[src/fpci_pkg.sv]
/*
  Shared constants and types for the flash protection command interface:
  coded command addresses and data, status bit positions, mapping limits,
  timing counts and the controller's register map.
  Assumes a single 50 MHz clock shared by both ends.
*/
// Functional notes
// - Set protection: three coded writes, then value
// - Bit 15 zero stores code protection
// - Bit N zero protects flash block N
// - Cleared bits stay zero, else write error
// - Read protection status returns register until write
// - FFFFh write from flash lifts code protection
// - FFFBh absolute write from flash restores protection
// - Odd word address means 4n-2
// - Coded address compare ignores A14 and above
// - Erase block window 96 us, status bit 3
// - Software polls until chip erase finished
// - Sequences issued from RAM, not flash
// - Idle gaps never abort a sequence
// - Reads inside a sequence return dummy data
// - Register-indirect addressing, page bits in address
// - External access pin sampled into memory enable
// - Memory enable zero disables flash
// - Low map bit moves only first 32K
// - Software clears segmentation disable for 512K
// - Page pointer low bits give A15 A14
// - Reset lengthening not shown on reset pin
// - Protected flash reads from outside give trap
// - 7FFFh protects code; reset clears temporary unprotect
package fpci_pkg;
  localparam int CLK_PERIOD_NS = 20;
  localparam int ERASE_TMO_NS = 96000;
  localparam int ERASE_TMO_CYC = ERASE_TMO_NS / CLK_PERIOD_NS;
  localparam int RST_EXT_CYC = 4;
  localparam logic [13:0] CODED_ADDR_A = 14'h2a54;
  localparam logic [13:0] CODED_ADDR_B = 14'h15a8;
  localparam logic [7:0] D_UNLOCK1 = 8'ha8;
  localparam logic [7:0] D_UNLOCK2 = 8'h54;
  localparam logic [7:0] D_SET_PROT = 8'hc0;
  localparam logic [7:0] D_READ_PROT = 8'h90;
  localparam logic [7:0] D_BLK_UNPROT = 8'hc1;
  localparam logic [7:0] D_BLK_CONFIRM = 8'hf0;
  localparam logic [7:0] D_ERASE_BLOCK = 8'h30;
  localparam logic [15:0] D_CODE_UNPROT = 16'hffff;
  localparam logic [15:0] D_CODE_PROT = 16'hfffb;
  localparam logic [15:0] TRAP_OPCODE = 16'h009b;
  localparam logic [15:0] PR_ERASED = 16'hffff;
  localparam logic [15:0] DUMMY_DATA = 16'h0000;
  localparam int CODE_PROT_BIT = 15;
  localparam logic [1:0] ODD_WORD_LSB = 2'b10;
  localparam logic [23:0] LOW_BLK_SIZE = 24'h008000;
  localparam logic [23:0] LOW_BLK_SEG1 = 24'h010000;
  localparam logic [23:0] UPPER_LO = 24'h018000;
  localparam logic [23:0] UPPER_HI = 24'h08ffff;
  localparam int FSB_TMO_BIT = 3;
  localparam int FSB_ERR_BIT = 5;
  localparam int FSB_BUSY_BIT = 7;
  localparam int CFG_MEM_EN_BIT = 0;
  localparam int CFG_LOWSEG_BIT = 1;
  localparam int CFG_SEGDIS_BIT = 2;
  localparam logic [7:0] REG_CTRL = 8'h00;
  localparam logic [7:0] REG_ADDR = 8'h04;
  localparam logic [7:0] REG_DATA = 8'h08;
  localparam logic [7:0] REG_STATUS = 8'h0c;
  localparam logic [7:0] REG_CFG = 8'h10;
  localparam int CTRL_START_BIT = 8;
  typedef enum logic [2:0] {
    CMD_SET_PROT = 3'h0, CMD_READ_PROT = 3'h1, CMD_BLK_UNPROT = 3'h2, CMD_CODE_UNPROT = 3'h3,
    CMD_CODE_PROT = 3'h4, CMD_READ = 3'h5, CMD_WRITE = 3'h6
  } fpci_cmd_t;
  typedef struct packed {
    logic we;
    logic [23:0] addr;
    logic [15:0] data;
  } fpci_beat_t;
endpackage : fpci_pkg

[src/fpci_if.sv]
/*
  CPU-side bus between the command-issuing controller and the flash
  protection device. Assumes both ends share pclk and presetn.
*/
interface fpci_if (
  input wire logic pclk,
  input wire logic presetn
);
  logic req;
  logic we;
  logic [23:0] addr;
  logic [15:0] wdata;
  logic from_flash;
  logic absolute_mode;
  logic indirect_mode;
  logic [15:0] rdata;
  logic ack;
  logic busy;
  logic cfg_we;
  logic [2:0] cfg_wdata;
  modport dev (
    input pclk, presetn, req, we, addr, wdata, from_flash, absolute_mode, indirect_mode, cfg_we, cfg_wdata,
    output rdata, ack, busy
  );
  modport cpu (
    input pclk, presetn, rdata, ack, busy,
    output req, we, addr, wdata, from_flash, absolute_mode, indirect_mode, cfg_we, cfg_wdata
  );
endinterface : fpci_if

[src/fpci_dev.sv]
/*
  Flash protection device end: takes CPU cycles from the shared bus,
  keeps the protection register, temporary protection states, system
  configuration bits and the erase address window, and answers reads.
  Assumes the array behind it answers array_rdata combinationally.
*/
module fpci_dev
  import fpci_pkg::*;
#(
  parameter int ERASE_TMO_CYCLES = ERASE_TMO_CYC
) (
  fpci_if.dev bus,
  input wire logic external_access_n,
  output logic [23:0] array_addr,
  input wire logic [15:0] array_rdata,
  output logic [15:0] protection_register,
  output logic code_protect_active,
  output logic [14:0] block_protect,
  output logic [7:0] flash_status_byte,
  output logic internal_memory_enable,
  output logic low_segment_map_select,
  output logic segmentation_disable,
  output logic cpu_reset_extend
);
  logic take;
  logic wr;
  logic rd;
  logic strap_done;
  logic code_tmp_unprot;
  logic blk_tmp_unprot;
  logic write_error;
  logic [12:0] tmo_cnt;
  logic tmo_elapsed;
  logic [2:0] rst_cnt;
  logic hit;
  logic set_prot_wr;
  logic [15:0] set_prot_val;
  logic blk_unprot;
  logic read_prot_mode;
  logic in_seq;

  // True when an address falls in the flash as currently mapped.
  function automatic logic in_flash(
    input logic [23:0] a,
    input logic en,
    input logic lowmap,
    input logic segdis
  );
    logic low_hit;
    logic up_hit;
    low_hit = lowmap ? (a < LOW_BLK_SIZE) : (a >= LOW_BLK_SEG1 && a < UPPER_LO);
    up_hit = a >= UPPER_LO && a <= UPPER_HI;
    // With segmentation disabled only segment 0 is reachable.
    in_flash = en && (low_hit || up_hit) && !(segdis && a[23:16] != 8'h00);
  endfunction : in_flash

  // A request is taken on the edge where req is high and no answer stands.
  assign take = bus.req && !bus.ack;
  assign wr = take && bus.we;
  assign rd = take && !bus.we;
  assign array_addr = bus.addr;
  assign hit = in_flash(bus.addr, internal_memory_enable, low_segment_map_select, segmentation_disable);

  fpci_seq u_seq (
    .pclk(bus.pclk),
    .presetn(bus.presetn),
    .wr(wr),
    .addr(bus.addr),
    .wdata(bus.wdata),
    .set_prot_wr(set_prot_wr),
    .set_prot_val(set_prot_val),
    .blk_unprot(blk_unprot),
    .read_prot_mode(read_prot_mode),
    .in_seq(in_seq)
  );

  // One-cycle answer to every taken request.
  always_ff @(posedge bus.pclk or negedge bus.presetn) begin
    if (!bus.presetn) bus.ack <= 1'b0;
    else bus.ack <= take;
  end

  // Read data mux; dummy data inside a sequence keeps the array hidden.
  always_ff @(posedge bus.pclk or negedge bus.presetn) begin
    if (!bus.presetn) begin
      bus.rdata <= DUMMY_DATA;
    end else if (rd) begin
      if (in_seq) bus.rdata <= DUMMY_DATA;
      else if (read_prot_mode && bus.addr[1:0] == ODD_WORD_LSB) bus.rdata <= protection_register;
      else if (code_protect_active && !bus.from_flash && hit) bus.rdata <= TRAP_OPCODE;
      else bus.rdata <= array_rdata;
    end
  end

  // Protection register. A reset restores the erased value here because the
  // nonvolatile cell behind it is not modelled; a real part would keep it.
  // A new value may only clear bits, never raise one already cleared.
  always_ff @(posedge bus.pclk or negedge bus.presetn) begin
    if (!bus.presetn) begin
      protection_register <= PR_ERASED;
      write_error <= 1'b0;
    end else if (set_prot_wr) begin
      if ((set_prot_val & ~protection_register) != 16'h0000) begin
        write_error <= 1'b1;
      end else begin
        protection_register <= set_prot_val;
        write_error <= 1'b0;
      end
    end
  end

  // Code temporary unprotect and protect; both count only from flash code.
  always_ff @(posedge bus.pclk or negedge bus.presetn) begin
    if (!bus.presetn) begin
      code_tmp_unprot <= 1'b0;
    end else if (wr && bus.from_flash && hit) begin
      if (bus.wdata == D_CODE_UNPROT) code_tmp_unprot <= 1'b1;
      else if (bus.wdata == D_CODE_PROT && bus.absolute_mode) code_tmp_unprot <= 1'b0;
    end
  end

  // Block temporary unprotect lasts until the next system reset.
  always_ff @(posedge bus.pclk or negedge bus.presetn) begin
    if (!bus.presetn) blk_tmp_unprot <= 1'b0;
    else if (blk_unprot) blk_tmp_unprot <= 1'b1;
  end

  assign code_protect_active = !protection_register[CODE_PROT_BIT] && !code_tmp_unprot;
  assign block_protect = blk_tmp_unprot ? 15'h0000 : ~protection_register[14:0];

  // Erase address window: every block address written restarts it; when it
  // runs out the timeout flag rises and refuses block addresses until a write outside a sequence clears it.
  always_ff @(posedge bus.pclk or negedge bus.presetn) begin
    if (!bus.presetn) begin
      tmo_cnt <= 13'h0000;
      tmo_elapsed <= 1'b0;
    end else if (wr && hit && !in_seq && bus.wdata[7:0] == D_ERASE_BLOCK && (tmo_cnt != 13'h0000 || !tmo_elapsed)) begin
      tmo_cnt <= 13'(ERASE_TMO_CYCLES);
      tmo_elapsed <= 1'b0;
    end else if (tmo_cnt != 13'h0000) begin
      tmo_cnt <= tmo_cnt - 13'h0001;
      if (tmo_cnt == 13'h0001) tmo_elapsed <= 1'b1;
    end else if (wr && !in_seq) begin
      tmo_elapsed <= 1'b0;
    end
  end

  // Busy stands while the window runs so the controller holds off.
  always_ff @(posedge bus.pclk or negedge bus.presetn) begin
    if (!bus.presetn) bus.busy <= 1'b0;
    else bus.busy <= tmo_cnt > 13'h0001 || (wr && hit && !in_seq && bus.wdata[7:0] == D_ERASE_BLOCK);
  end

  assign flash_status_byte = {bus.busy, 1'b0, write_error, 1'b0, tmo_elapsed, 3'b000};

  // The strap cannot be loaded under reset, so it is caught on the first
  // clock after release; a low pin means boot from external memory.
  always_ff @(posedge bus.pclk or negedge bus.presetn) begin
    if (!bus.presetn) begin
      strap_done <= 1'b0;
      internal_memory_enable <= 1'b0;
      low_segment_map_select <= 1'b1;
      segmentation_disable <= 1'b1;
    end else if (!strap_done) begin
      strap_done <= 1'b1;
      internal_memory_enable <= external_access_n;
    end else if (bus.cfg_we) begin
      internal_memory_enable <= bus.cfg_wdata[CFG_MEM_EN_BIT];
      low_segment_map_select <= bus.cfg_wdata[CFG_LOWSEG_BIT];
      segmentation_disable <= bus.cfg_wdata[CFG_SEGDIS_BIT];
    end
  end

  // Internal reset lengthening. It goes only to the CPU core; nothing
  // drives the shared reset pin, so the outside never sees it.
  always_ff @(posedge bus.pclk or negedge bus.presetn) begin
    if (!bus.presetn) begin
      rst_cnt <= 3'(RST_EXT_CYC);
      cpu_reset_extend <= 1'b1;
    end else begin
      if (rst_cnt != 3'h0) rst_cnt <= rst_cnt - 3'h1;
      cpu_reset_extend <= rst_cnt > 3'h1;
    end
  end
endmodule : fpci_dev

[src/fpci_seq.sv]
/*
  Coded command sequence decoder for the protection commands.
  Assumes wr is a one-cycle pulse per accepted CPU write.
*/
module fpci_seq
  import fpci_pkg::*;
(
  input wire logic pclk,
  input wire logic presetn,
  input wire logic wr,
  input wire logic [23:0] addr,
  input wire logic [15:0] wdata,
  output logic set_prot_wr,
  output logic [15:0] set_prot_val,
  output logic blk_unprot,
  output logic read_prot_mode,
  output logic in_seq
);
  typedef enum logic [2:0] {
    S_IDLE = 3'b000, S_C1 = 3'b001, S_C2 = 3'b011, S_SP4 = 3'b010, S_BTU4 = 3'b110, S_RP = 3'b111
  } fpci_seq_t;
  fpci_seq_t state;
  fpci_seq_t next_state;
  logic at_a;
  logic at_b;
  logic odd_word;

  // Only the low fourteen address bits take part in the compare.
  assign at_a = addr[13:0] == CODED_ADDR_A;
  assign at_b = addr[13:0] == CODED_ADDR_B;
  assign odd_word = addr[1:0] == ODD_WORD_LSB;

  // Next state; there is no timeout, so pauses between cycles are harmless.
  always_comb begin
    next_state = state;
    if (wr) begin
      case (state)
        S_C1: next_state = (at_b && wdata[7:0] == D_UNLOCK2) ? S_C2 : S_IDLE;
        S_C2: begin
          if (at_a && wdata[7:0] == D_SET_PROT) next_state = S_SP4;
          else if (at_a && wdata[7:0] == D_READ_PROT) next_state = S_RP;
          else if (at_a && wdata[7:0] == D_BLK_UNPROT) next_state = S_BTU4;
          else next_state = S_IDLE;
        end
        S_SP4, S_BTU4: next_state = S_IDLE;
        default: next_state = (at_a && wdata[7:0] == D_UNLOCK1) ? S_C1 : S_IDLE;
      endcase
    end
  end

  // State register.
  always_ff @(posedge pclk or negedge presetn) begin
    if (!presetn) state <= S_IDLE;
    else state <= next_state;
  end

  // Fourth-cycle strobes, registered so the device sees a clean pulse.
  always_ff @(posedge pclk or negedge presetn) begin
    if (!presetn) begin
      set_prot_wr <= 1'b0;
      set_prot_val <= PR_ERASED;
      blk_unprot <= 1'b0;
    end else begin
      set_prot_wr <= wr && state == S_SP4 && odd_word;
      set_prot_val <= wdata;
      blk_unprot <= wr && state == S_BTU4 && wdata[7:0] == D_BLK_CONFIRM;
    end
  end

  assign read_prot_mode = state == S_RP;
  assign in_seq = state == S_C1 || state == S_C2 || state == S_SP4 || state == S_BTU4;
endmodule : fpci_seq

[src/flat_wrapper.sv]
// flat-port wrapper written by rule: the top's interface ports become plain ports
module fpci_dev_flat import fpci_pkg::*;
#(
  parameter int ERASE_TMO_CYCLES = ERASE_TMO_CYC
)
  (external_access_n, array_addr, array_rdata, protection_register, code_protect_active, block_protect, flash_status_byte, internal_memory_enable, low_segment_map_select, segmentation_disable, cpu_reset_extend, pclk, presetn, bus_req, bus_we, bus_addr, bus_wdata, bus_from_flash, bus_absolute_mode, bus_indirect_mode, bus_cfg_we, bus_cfg_wdata, bus_rdata, bus_ack, bus_busy);
  fpci_if bus_i (.pclk(pclk), .presetn(presetn));
  input wire logic external_access_n;
  output logic [23:0] array_addr;
  input wire logic [15:0] array_rdata;
  output logic [15:0] protection_register;
  output logic code_protect_active;
  output logic [14:0] block_protect;
  output logic [7:0] flash_status_byte;
  output logic internal_memory_enable;
  output logic low_segment_map_select;
  output logic segmentation_disable;
  output logic cpu_reset_extend;
  input wire logic pclk;
  input wire logic presetn;
  input wire logic [$bits(bus_i.req)-1:0] bus_req;
  input wire logic [$bits(bus_i.we)-1:0] bus_we;
  input wire logic [$bits(bus_i.addr)-1:0] bus_addr;
  input wire logic [$bits(bus_i.wdata)-1:0] bus_wdata;
  input wire logic [$bits(bus_i.from_flash)-1:0] bus_from_flash;
  input wire logic [$bits(bus_i.absolute_mode)-1:0] bus_absolute_mode;
  input wire logic [$bits(bus_i.indirect_mode)-1:0] bus_indirect_mode;
  input wire logic [$bits(bus_i.cfg_we)-1:0] bus_cfg_we;
  input wire logic [$bits(bus_i.cfg_wdata)-1:0] bus_cfg_wdata;
  output wire logic [$bits(bus_i.rdata)-1:0] bus_rdata;
  output wire logic [$bits(bus_i.ack)-1:0] bus_ack;
  output wire logic [$bits(bus_i.busy)-1:0] bus_busy;
  assign bus_i.req = bus_req;
  assign bus_i.we = bus_we;
  assign bus_i.addr = bus_addr;
  assign bus_i.wdata = bus_wdata;
  assign bus_i.from_flash = bus_from_flash;
  assign bus_i.absolute_mode = bus_absolute_mode;
  assign bus_i.indirect_mode = bus_indirect_mode;
  assign bus_i.cfg_we = bus_cfg_we;
  assign bus_i.cfg_wdata = bus_cfg_wdata;
  assign bus_rdata = bus_i.rdata;
  assign bus_ack = bus_i.ack;
  assign bus_busy = bus_i.busy;
  fpci_dev #(.ERASE_TMO_CYCLES(ERASE_TMO_CYCLES)) u_core (.bus(bus_i), .external_access_n(external_access_n), .array_addr(array_addr), .array_rdata(array_rdata), .protection_register(protection_register), .code_protect_active(code_protect_active), .block_protect(block_protect), .flash_status_byte(flash_status_byte), .internal_memory_enable(internal_memory_enable), .low_segment_map_select(low_segment_map_select), .segmentation_disable(segmentation_disable), .cpu_reset_extend(cpu_reset_extend));
endmodule
[config.mk]
export PLATFORM = sky130hd
export DESIGN_NAME = fpci_dev_flat
export DESIGN_NICKNAME = d
export VERILOG_FILES = /design/src/fpci_pkg.sv /design/src/fpci_if.sv /design/src/fpci_dev.sv /design/src/fpci_seq.sv /design/src/flat_wrapper.sv
export SDC_FILE = /design/constraint.sdc
export NUM_CORES = 1
export LEC_CHECK = 0
export BUFFER_PORTS_ARGS = -buffer_cell sky130_fd_sc_hd__clkbuf_2
export CAP_MARGIN = 20
export CORE_ASPECT_RATIO = 0.75
export CORE_MARGIN = 4
export CORE_UTILIZATION = 53
export CTS_CLUSTER_DIAMETER = 60
export DETAILED_ROUTE_END_ITERATION = 8
export PLACE_DENSITY = 0.85
export SYNTH_ARGS = -nofsm -noshare
export SYNTH_HDL_FRONTEND = slang
export SYNTH_SLANG_ARGS = --single-unit
export TNS_END_PERCENT = 1
[constraint.sdc]
create_clock -name pclk -period 5.4 [get_ports pclk]
set_input_delay 0.81 -clock pclk [delete_from_list [all_inputs] [get_ports pclk]]
set_output_delay 0.81 -clock pclk [all_outputs]
set_load 0.01 [all_outputs]
After elaboration in Yosys (flattened, before gate mapping)
Cells that the tools add are included.
- register bits after elaboration: 80
- output and inout bits: 86
- eq/ne operators: 20
- mux-type cells: 22
- order comparisons: 7
- reductions and logical operators: 55
- bitwise operators: 4
- add/subtract/negate cells: 2
- operators with widths (kind ; number):
    24-bit by 17-bit >= comparator with 1-bit output (second input constant) ; 2
    16-bit two-way mux ; 3
    8-bit equality test (second input constant) ; 5
    16-bit equality test (second input constant) ; 2
    1-bit logical AND ; 29
    13-bit two-way mux ; 2
    24-bit by 20-bit <= comparator with 1-bit output (second input constant) ; 1
    24-bit by 16-bit less-than comparator with 1-bit output (second input constant) ; 1
    24-bit by 17-bit less-than comparator with 1-bit output (second input constant) ; 1
    16-bit bitwise AND ; 1
    16-bit inverter ; 1
    16-bit nonzero test ; 1
    15-bit two-way mux ; 1
    15-bit inverter ; 1
    14-bit by 13-bit equality test with 1-bit output (second input constant) ; 1
    14-bit equality test (second input constant) ; 1
    13-bit by 1-bit equality test with 1-bit output (second input constant) ; 1
    13-bit by 1-bit greater-than comparator with 1-bit output (second input constant) ; 1
    13-bit nonzero test ; 1
    13-bit by 1-bit subtractor with 13-bit output (second input constant) ; 1
    1-bit two-way mux ; 11
    3-bit two-way mux ; 3
    3-bit one-hot mux with 3 select lines ; 1
    8-bit by 6-bit equality test with 1-bit output (second input constant) ; 1
    18 further kinds ; 37

Depth between registers and ports, before layout
- word-level depth: 12
- mapped depth: 7

By module
A second synthesis with hierarchy kept.
- cell total of the unflattened synthesis: 408
- area total of the unflattened synthesis: 4117.7 sq um
- modules (own cells, without submodules) (module ; area each (sq um) ; cells an instance ; sequential area each (sq um) ; instances):
    fpci_dev ; 3283.1 ; 340 ; 1501.4 ; 1
    fpci_seq ; 834.6 ; 68 ; 545.5 ; 1

Worst setup path before layout
No wires, ideal clock.
- path type: input-to-reg
- from: in bus_addr[15]
- to: reg u_core.bus.rdata[11]
- library setup time: 130 ps
- path buffers: 1
- data required time: 5270 ps
- setup slack: 3334 ps
- arrival time: 1936 ps
- cell stages on the path: 5
- cell sequence: nand2b_4 > mux2_2 > a211oi_2 > clkbuf_2 > o21ai_0
- cells in the longest elaborated chain, start to end: 10
- RTL lines (what ; RTL line ; text):
    start, declared ; flat_wrapper.sv:23 ; input wire logic [$bits(bus_i.addr)-1:0] bus_addr;
    24-bit by 17-bit >= comparator with 1-bit output or 24-bit by 17-bit less-than comparator with 1-bit output (tied branches) ; fpci_dev.sv:51 ; low_hit = lowmap ? (a < LOW_BLK_SIZE) : (a >= LOW_BLK_SEG1 && a < UPPER_LO);
    1-bit logical AND ; fpci_dev.sv:51 ;
    1-bit two-way mux ; fpci_dev.sv:51 ;
    1-bit logical OR (*) ; fpci_dev.sv:54 ; in_flash = en && (low_hit || up_hit) && !(segdis && a[23:16] != 8'h00);
    1-bit logical AND (*) (2 in a row) ; fpci_dev.sv:54 ;
    1-bit logical AND (*) ; fpci_dev.sv:90 ; else if (code_protect_active && !bus.from_flash && hit) bus.rdata <= TRAP_OPCODE;
    16-bit two-way mux (*) ; fpci_dev.sv:90 ;
    16-bit two-way mux (*) ; fpci_dev.sv:89 ; else if (read_prot_mode && bus.addr[1:0] == ODD_WORD_LSB) bus.rdata <= protection_register;
    16-bit two-way mux (*) ; fpci_dev.sv:88 ; if (in_seq) bus.rdata <= DUMMY_DATA;
    end signal, assigned ; fpci_dev.sv:89 ;
    end signal, assigned ; fpci_dev.sv:91 ; else bus.rdata <= array_rdata;
    end, declared ; fpci_if.sv:23 ; output rdata, ack, busy
Mark *: on every way between the ends. The rest lies on a longest branch, timed or not.
A chain may end at the register's enable or synchronous reset.

Worst setup path after layout
- from: in bus_addr[18]
- to: reg u_core.bus.rdata[13]
- cells in the longest elaborated chain, start to end: 10
- RTL lines (what ; RTL line):
    24-bit by 17-bit >= comparator with 1-bit output or 24-bit by 17-bit less-than comparator with 1-bit output (tied branches) ; fpci_dev.sv:51
    1-bit logical AND ; fpci_dev.sv:51
    1-bit two-way mux ; fpci_dev.sv:51
    1-bit logical OR ; fpci_dev.sv:54
    1-bit logical AND ; fpci_dev.sv:54
    1-bit logical AND (*) ; fpci_dev.sv:54
    1-bit logical AND (*) ; fpci_dev.sv:90
    16-bit two-way mux (*) ; fpci_dev.sv:90
    16-bit two-way mux (*) ; fpci_dev.sv:89
    16-bit two-way mux (*) ; fpci_dev.sv:88
Marked as above.

==> results_dict.tcl <==
set metrics [dict create \
    power_uw 1284 \
    grt_overflow_total 0 \
    synth_top_flop_cell "dfrtp_1" \
    num_vias 3567 \
    rsz0062_at_grt "no" \
    clk_latency_ps 360 \
    grt_pass1_wl_mm 17.12 \
    place_area_sq_um 4710 \
    maxSlewHeadroom 0.2966 \
    grt_use_met3 0.07379 \
    holdPathEnd "u_core.blk_tmp_unprot$_DFFE_PN0P_" \
    cp-start-kind "input port" \
    whs_path_depth 1 \
    worstPathRequired_ps 5580 \
    grt_max_degree 81 \
    p_leak_uw 0.002302 \
    p_clk_frac 0.328 \
    postCtsHoldBufs 0 \
    ys_async_sr_fraction 1.000 \
    drtIter0Drc 379 \
    gp_congestion 0.9081 \
    final_cell_mix "clkbuf_2, nor2_1, dfrtp_1" \
    ys_top_cells_by_area "dfrtp_1, dfstp_2, buf_4" \
    mostFrequentLayoutCell "clkbuf_2" \
    antenna_found_initial 0 \
    track_usage 0.2374 \
    portBuffers 145 \
    hold_start "u_core.u_seq.blk_unprot$_DFF_PN0_" \
    syn_inst 408 \
    path_clk_slew_ps 100 \
    avgSynthCellArea_sq_um 10.10 \
    synth_cell_types 55 \
    avgViaCountPerCell 5.608 \
    irDropWorstVdd_mv 0.1404 \
    pwr-share-seq 0.536 \
    diodes 0 \
    grt_use_met2 0.3722 \
    synth-seq-cells 80 \
    busiest_layer "met2" \
    setup_tns_ps 0 \
    crit_fanout 16 \
    p_per_area_nw_per_um2 261.5 \
    hold_violations 0 \
    swShare 0.2982 \
    slowest_stage "a211oi_2" \
    r2r_setup_slack_ps 3130 \
    path_cells "clkbuf_2 -> o32ai_1 -> nand4_1 -> a211oi_2 -> o21ai_0" \
    p_int_uw 901.2 \
    clock_sinks 80 \
    final_util 0.6576 \
    fp.dieH_microns 84.36 \
    cts_made_buffers 9 \
    synth.largest_area_cell "dfrtp_1" \
    pwr-share-comb 0.136 \
    grt_use_met1 0.3241 \
    slowest_delay_ps 890 \
    r2r-end "u_core.protection_register[10]$_DFFE_PN1P_" \
    max_freq_mhz 407.6 \
    post_cts_buffers 0 \
    clock_skew_ps 16.74 \
    crit_type "in2reg" \
    htree_levels 3 \
    cts_tree "built" \
    nets 603 \
    cp-end-kind "flop" \
    io-pin-count 154 \
    placementRows 27 \
    r2r_start "u_core.protection_register[0]$_DFFE_PN1P_" \
    synthesis.area_sq_um 4120 \
    chipWidth_microns 109.8 \
    hold_class "reg2reg" \
    wl_per_cell_microns 17.04 \
    final_antenna_net_count 0 \
    status "finished clean" \
    min_period_ps 2453 \
    clockBufferDepth 2 \
    synth_edf_count 0 \
    min_period_over_period 0.4543 \
    dp_hpwl_mm 8.325 \
    dr.pass1.iters 6 \
    arrival_ps 2640 \
    cts_root_buf "clkbuf_8" \
    timing.final.ws_setup_ps 2947 \
    postCtsResizedCells 0 \
    start_util 0.5519 \
    ff2ff_path_depth 4 \
    switchingPower_uw 382.9 \
    ys_warn_count 0 \
    core_area_sq_um 7466 \
    synth_top_area_share 0.2672 \
    crit_family "compound AO/OA/AOI/OAI gates" \
    syn2layout_area_growth_pct 19.16 \
    fp.dieArea_sq_um 9264 \
    yosysSeqAreaShare 0.4968 \
    post-place-ws_ps 2458 \
    postLayoutCellArea_sq_um 4910 \
    grt_pass1_vias 3456 \
    layout-drive-gt1-share 0.4336 \
    nFillCells 606 \
    worst-path-buf-inv 1 \
    tightestPinTransition_ps 1053 \
    drv_slew 0 \
    drt-total-wl_mm 10.84 \
    drv_cap 0 \
    drc 0 \
    setup_viol 0 \
]
## synth_stat cells (all sizes together) (4+ instances only)
cell and number:
inv 22, mux2i 6, nor4bb 5, dfrtp 44
and3 5, mux2 20, a21oi 8, nand2 29
buf 37, o22ai 7, ha 5, nor2 47
a22oi 11, nand4 4, nor4b 4, nor4 10
or3 4, nand3 12, dfstp 36, o21ai 31
nand2b 6, nor3 15
## flip-flops by register name, indices dropped and copies added, names as in the netlist, 3 cells and up
name / cells
u_core.bus.rdata: 16
u_core.protection_register: 16
u_core.u_seq.set_prot_val: 16
u_core.tmo_cnt: 13
u_core.rst_cnt: 3
u_core.u_seq.state: 3
## per-stage QoR
step                      hold slack [ps]  instances
after floorplan                     410.3        412
after global placement              412.7        618
after detailed placement            418.4        618
after CTS                           442.4        634
after global routing                462.0        636
final                               444.5        636
## worst reg2reg max path: stages, from the launching register on
cell	delay, ps
dfstp_2	590
o22ai_1	110
nor4_1	370
and3_1	700
mux2_2	420
## kinds of logic (layout without fill, tap and decap cells)
| group | after synthesis | in the layout | share of synthesized area |
|---|---|---|---|
| AO/OA/AOI/OAI | 70 | 70 | 0.1069 |
| XOR/XNOR | 3 | 3 | 0.006378 |
| adder cells (fa/ha/maj) | 5 | 5 | 0.01518 |
| buffers and inverters | 62 | 185 | 0.08807 |
| flip-flops | 80 | 80 | 0.4968 |
| multiplexers | 26 | 26 | 0.06924 |
| other | 2 | 6 | 0.001823 |
| AND/OR/NAND/NOR | 160 | 160 | 0.2156 |
## area by class of cell
type	instances	area (sq um)	area share
sequential	80	2047	0.4169
multi-input combinational	270	1725	0.3514
timing repair buffer	147	743.2	0.1514
tap	101	126.4	0.02574
clock buffer	9	123.9	0.02523
inverter	22	82.58	0.01682
clock inverter	7	61.31	0.01249
## worst max-delay path by stage
stage	from	to	cells past startpoint
floorplan	bus_addr[15]	u_core.bus.rdata[11]$_DFFE_PN0P_	5
global placement	bus_req	u_core.bus.rdata[2]$_DFFE_PN0P_	6
detailed placement	bus_req	u_core.bus.rdata[13]$_DFFE_PN0P_	6
CTS	bus_req	u_core.bus.rdata[13]$_DFFE_PN0P_	6
global route	bus_addr[18]	u_core.bus.rdata[13]$_DFFE_PN0P_	5
finish	bus_addr[18]	u_core.bus.rdata[13]$_DFFE_PN0P_	5
## per-layer routing
metal / vias to the layer above / routed length [microns] / part of all wire
met4: 0 / 88 / 0.0081
met5: - / 0 / 0
met1: 1710 / 4570 / 0.42
li1: 1655 / - / -
met2: 192 / 5075 / 0.47
met3: 10 / 1105 / 0.10
## power by group through the flow
stage                     Clock [uW]  Sequential [uW]  Combinational, uW
final                            422              688                174
after CTS                        429              687                175
after floorplan                    0              702               88.3
after detailed placement           0              698                174
after global placement             0              695                170
after global routing             462              693                195
Note: power is estimated with default switching activity, not from simulation.
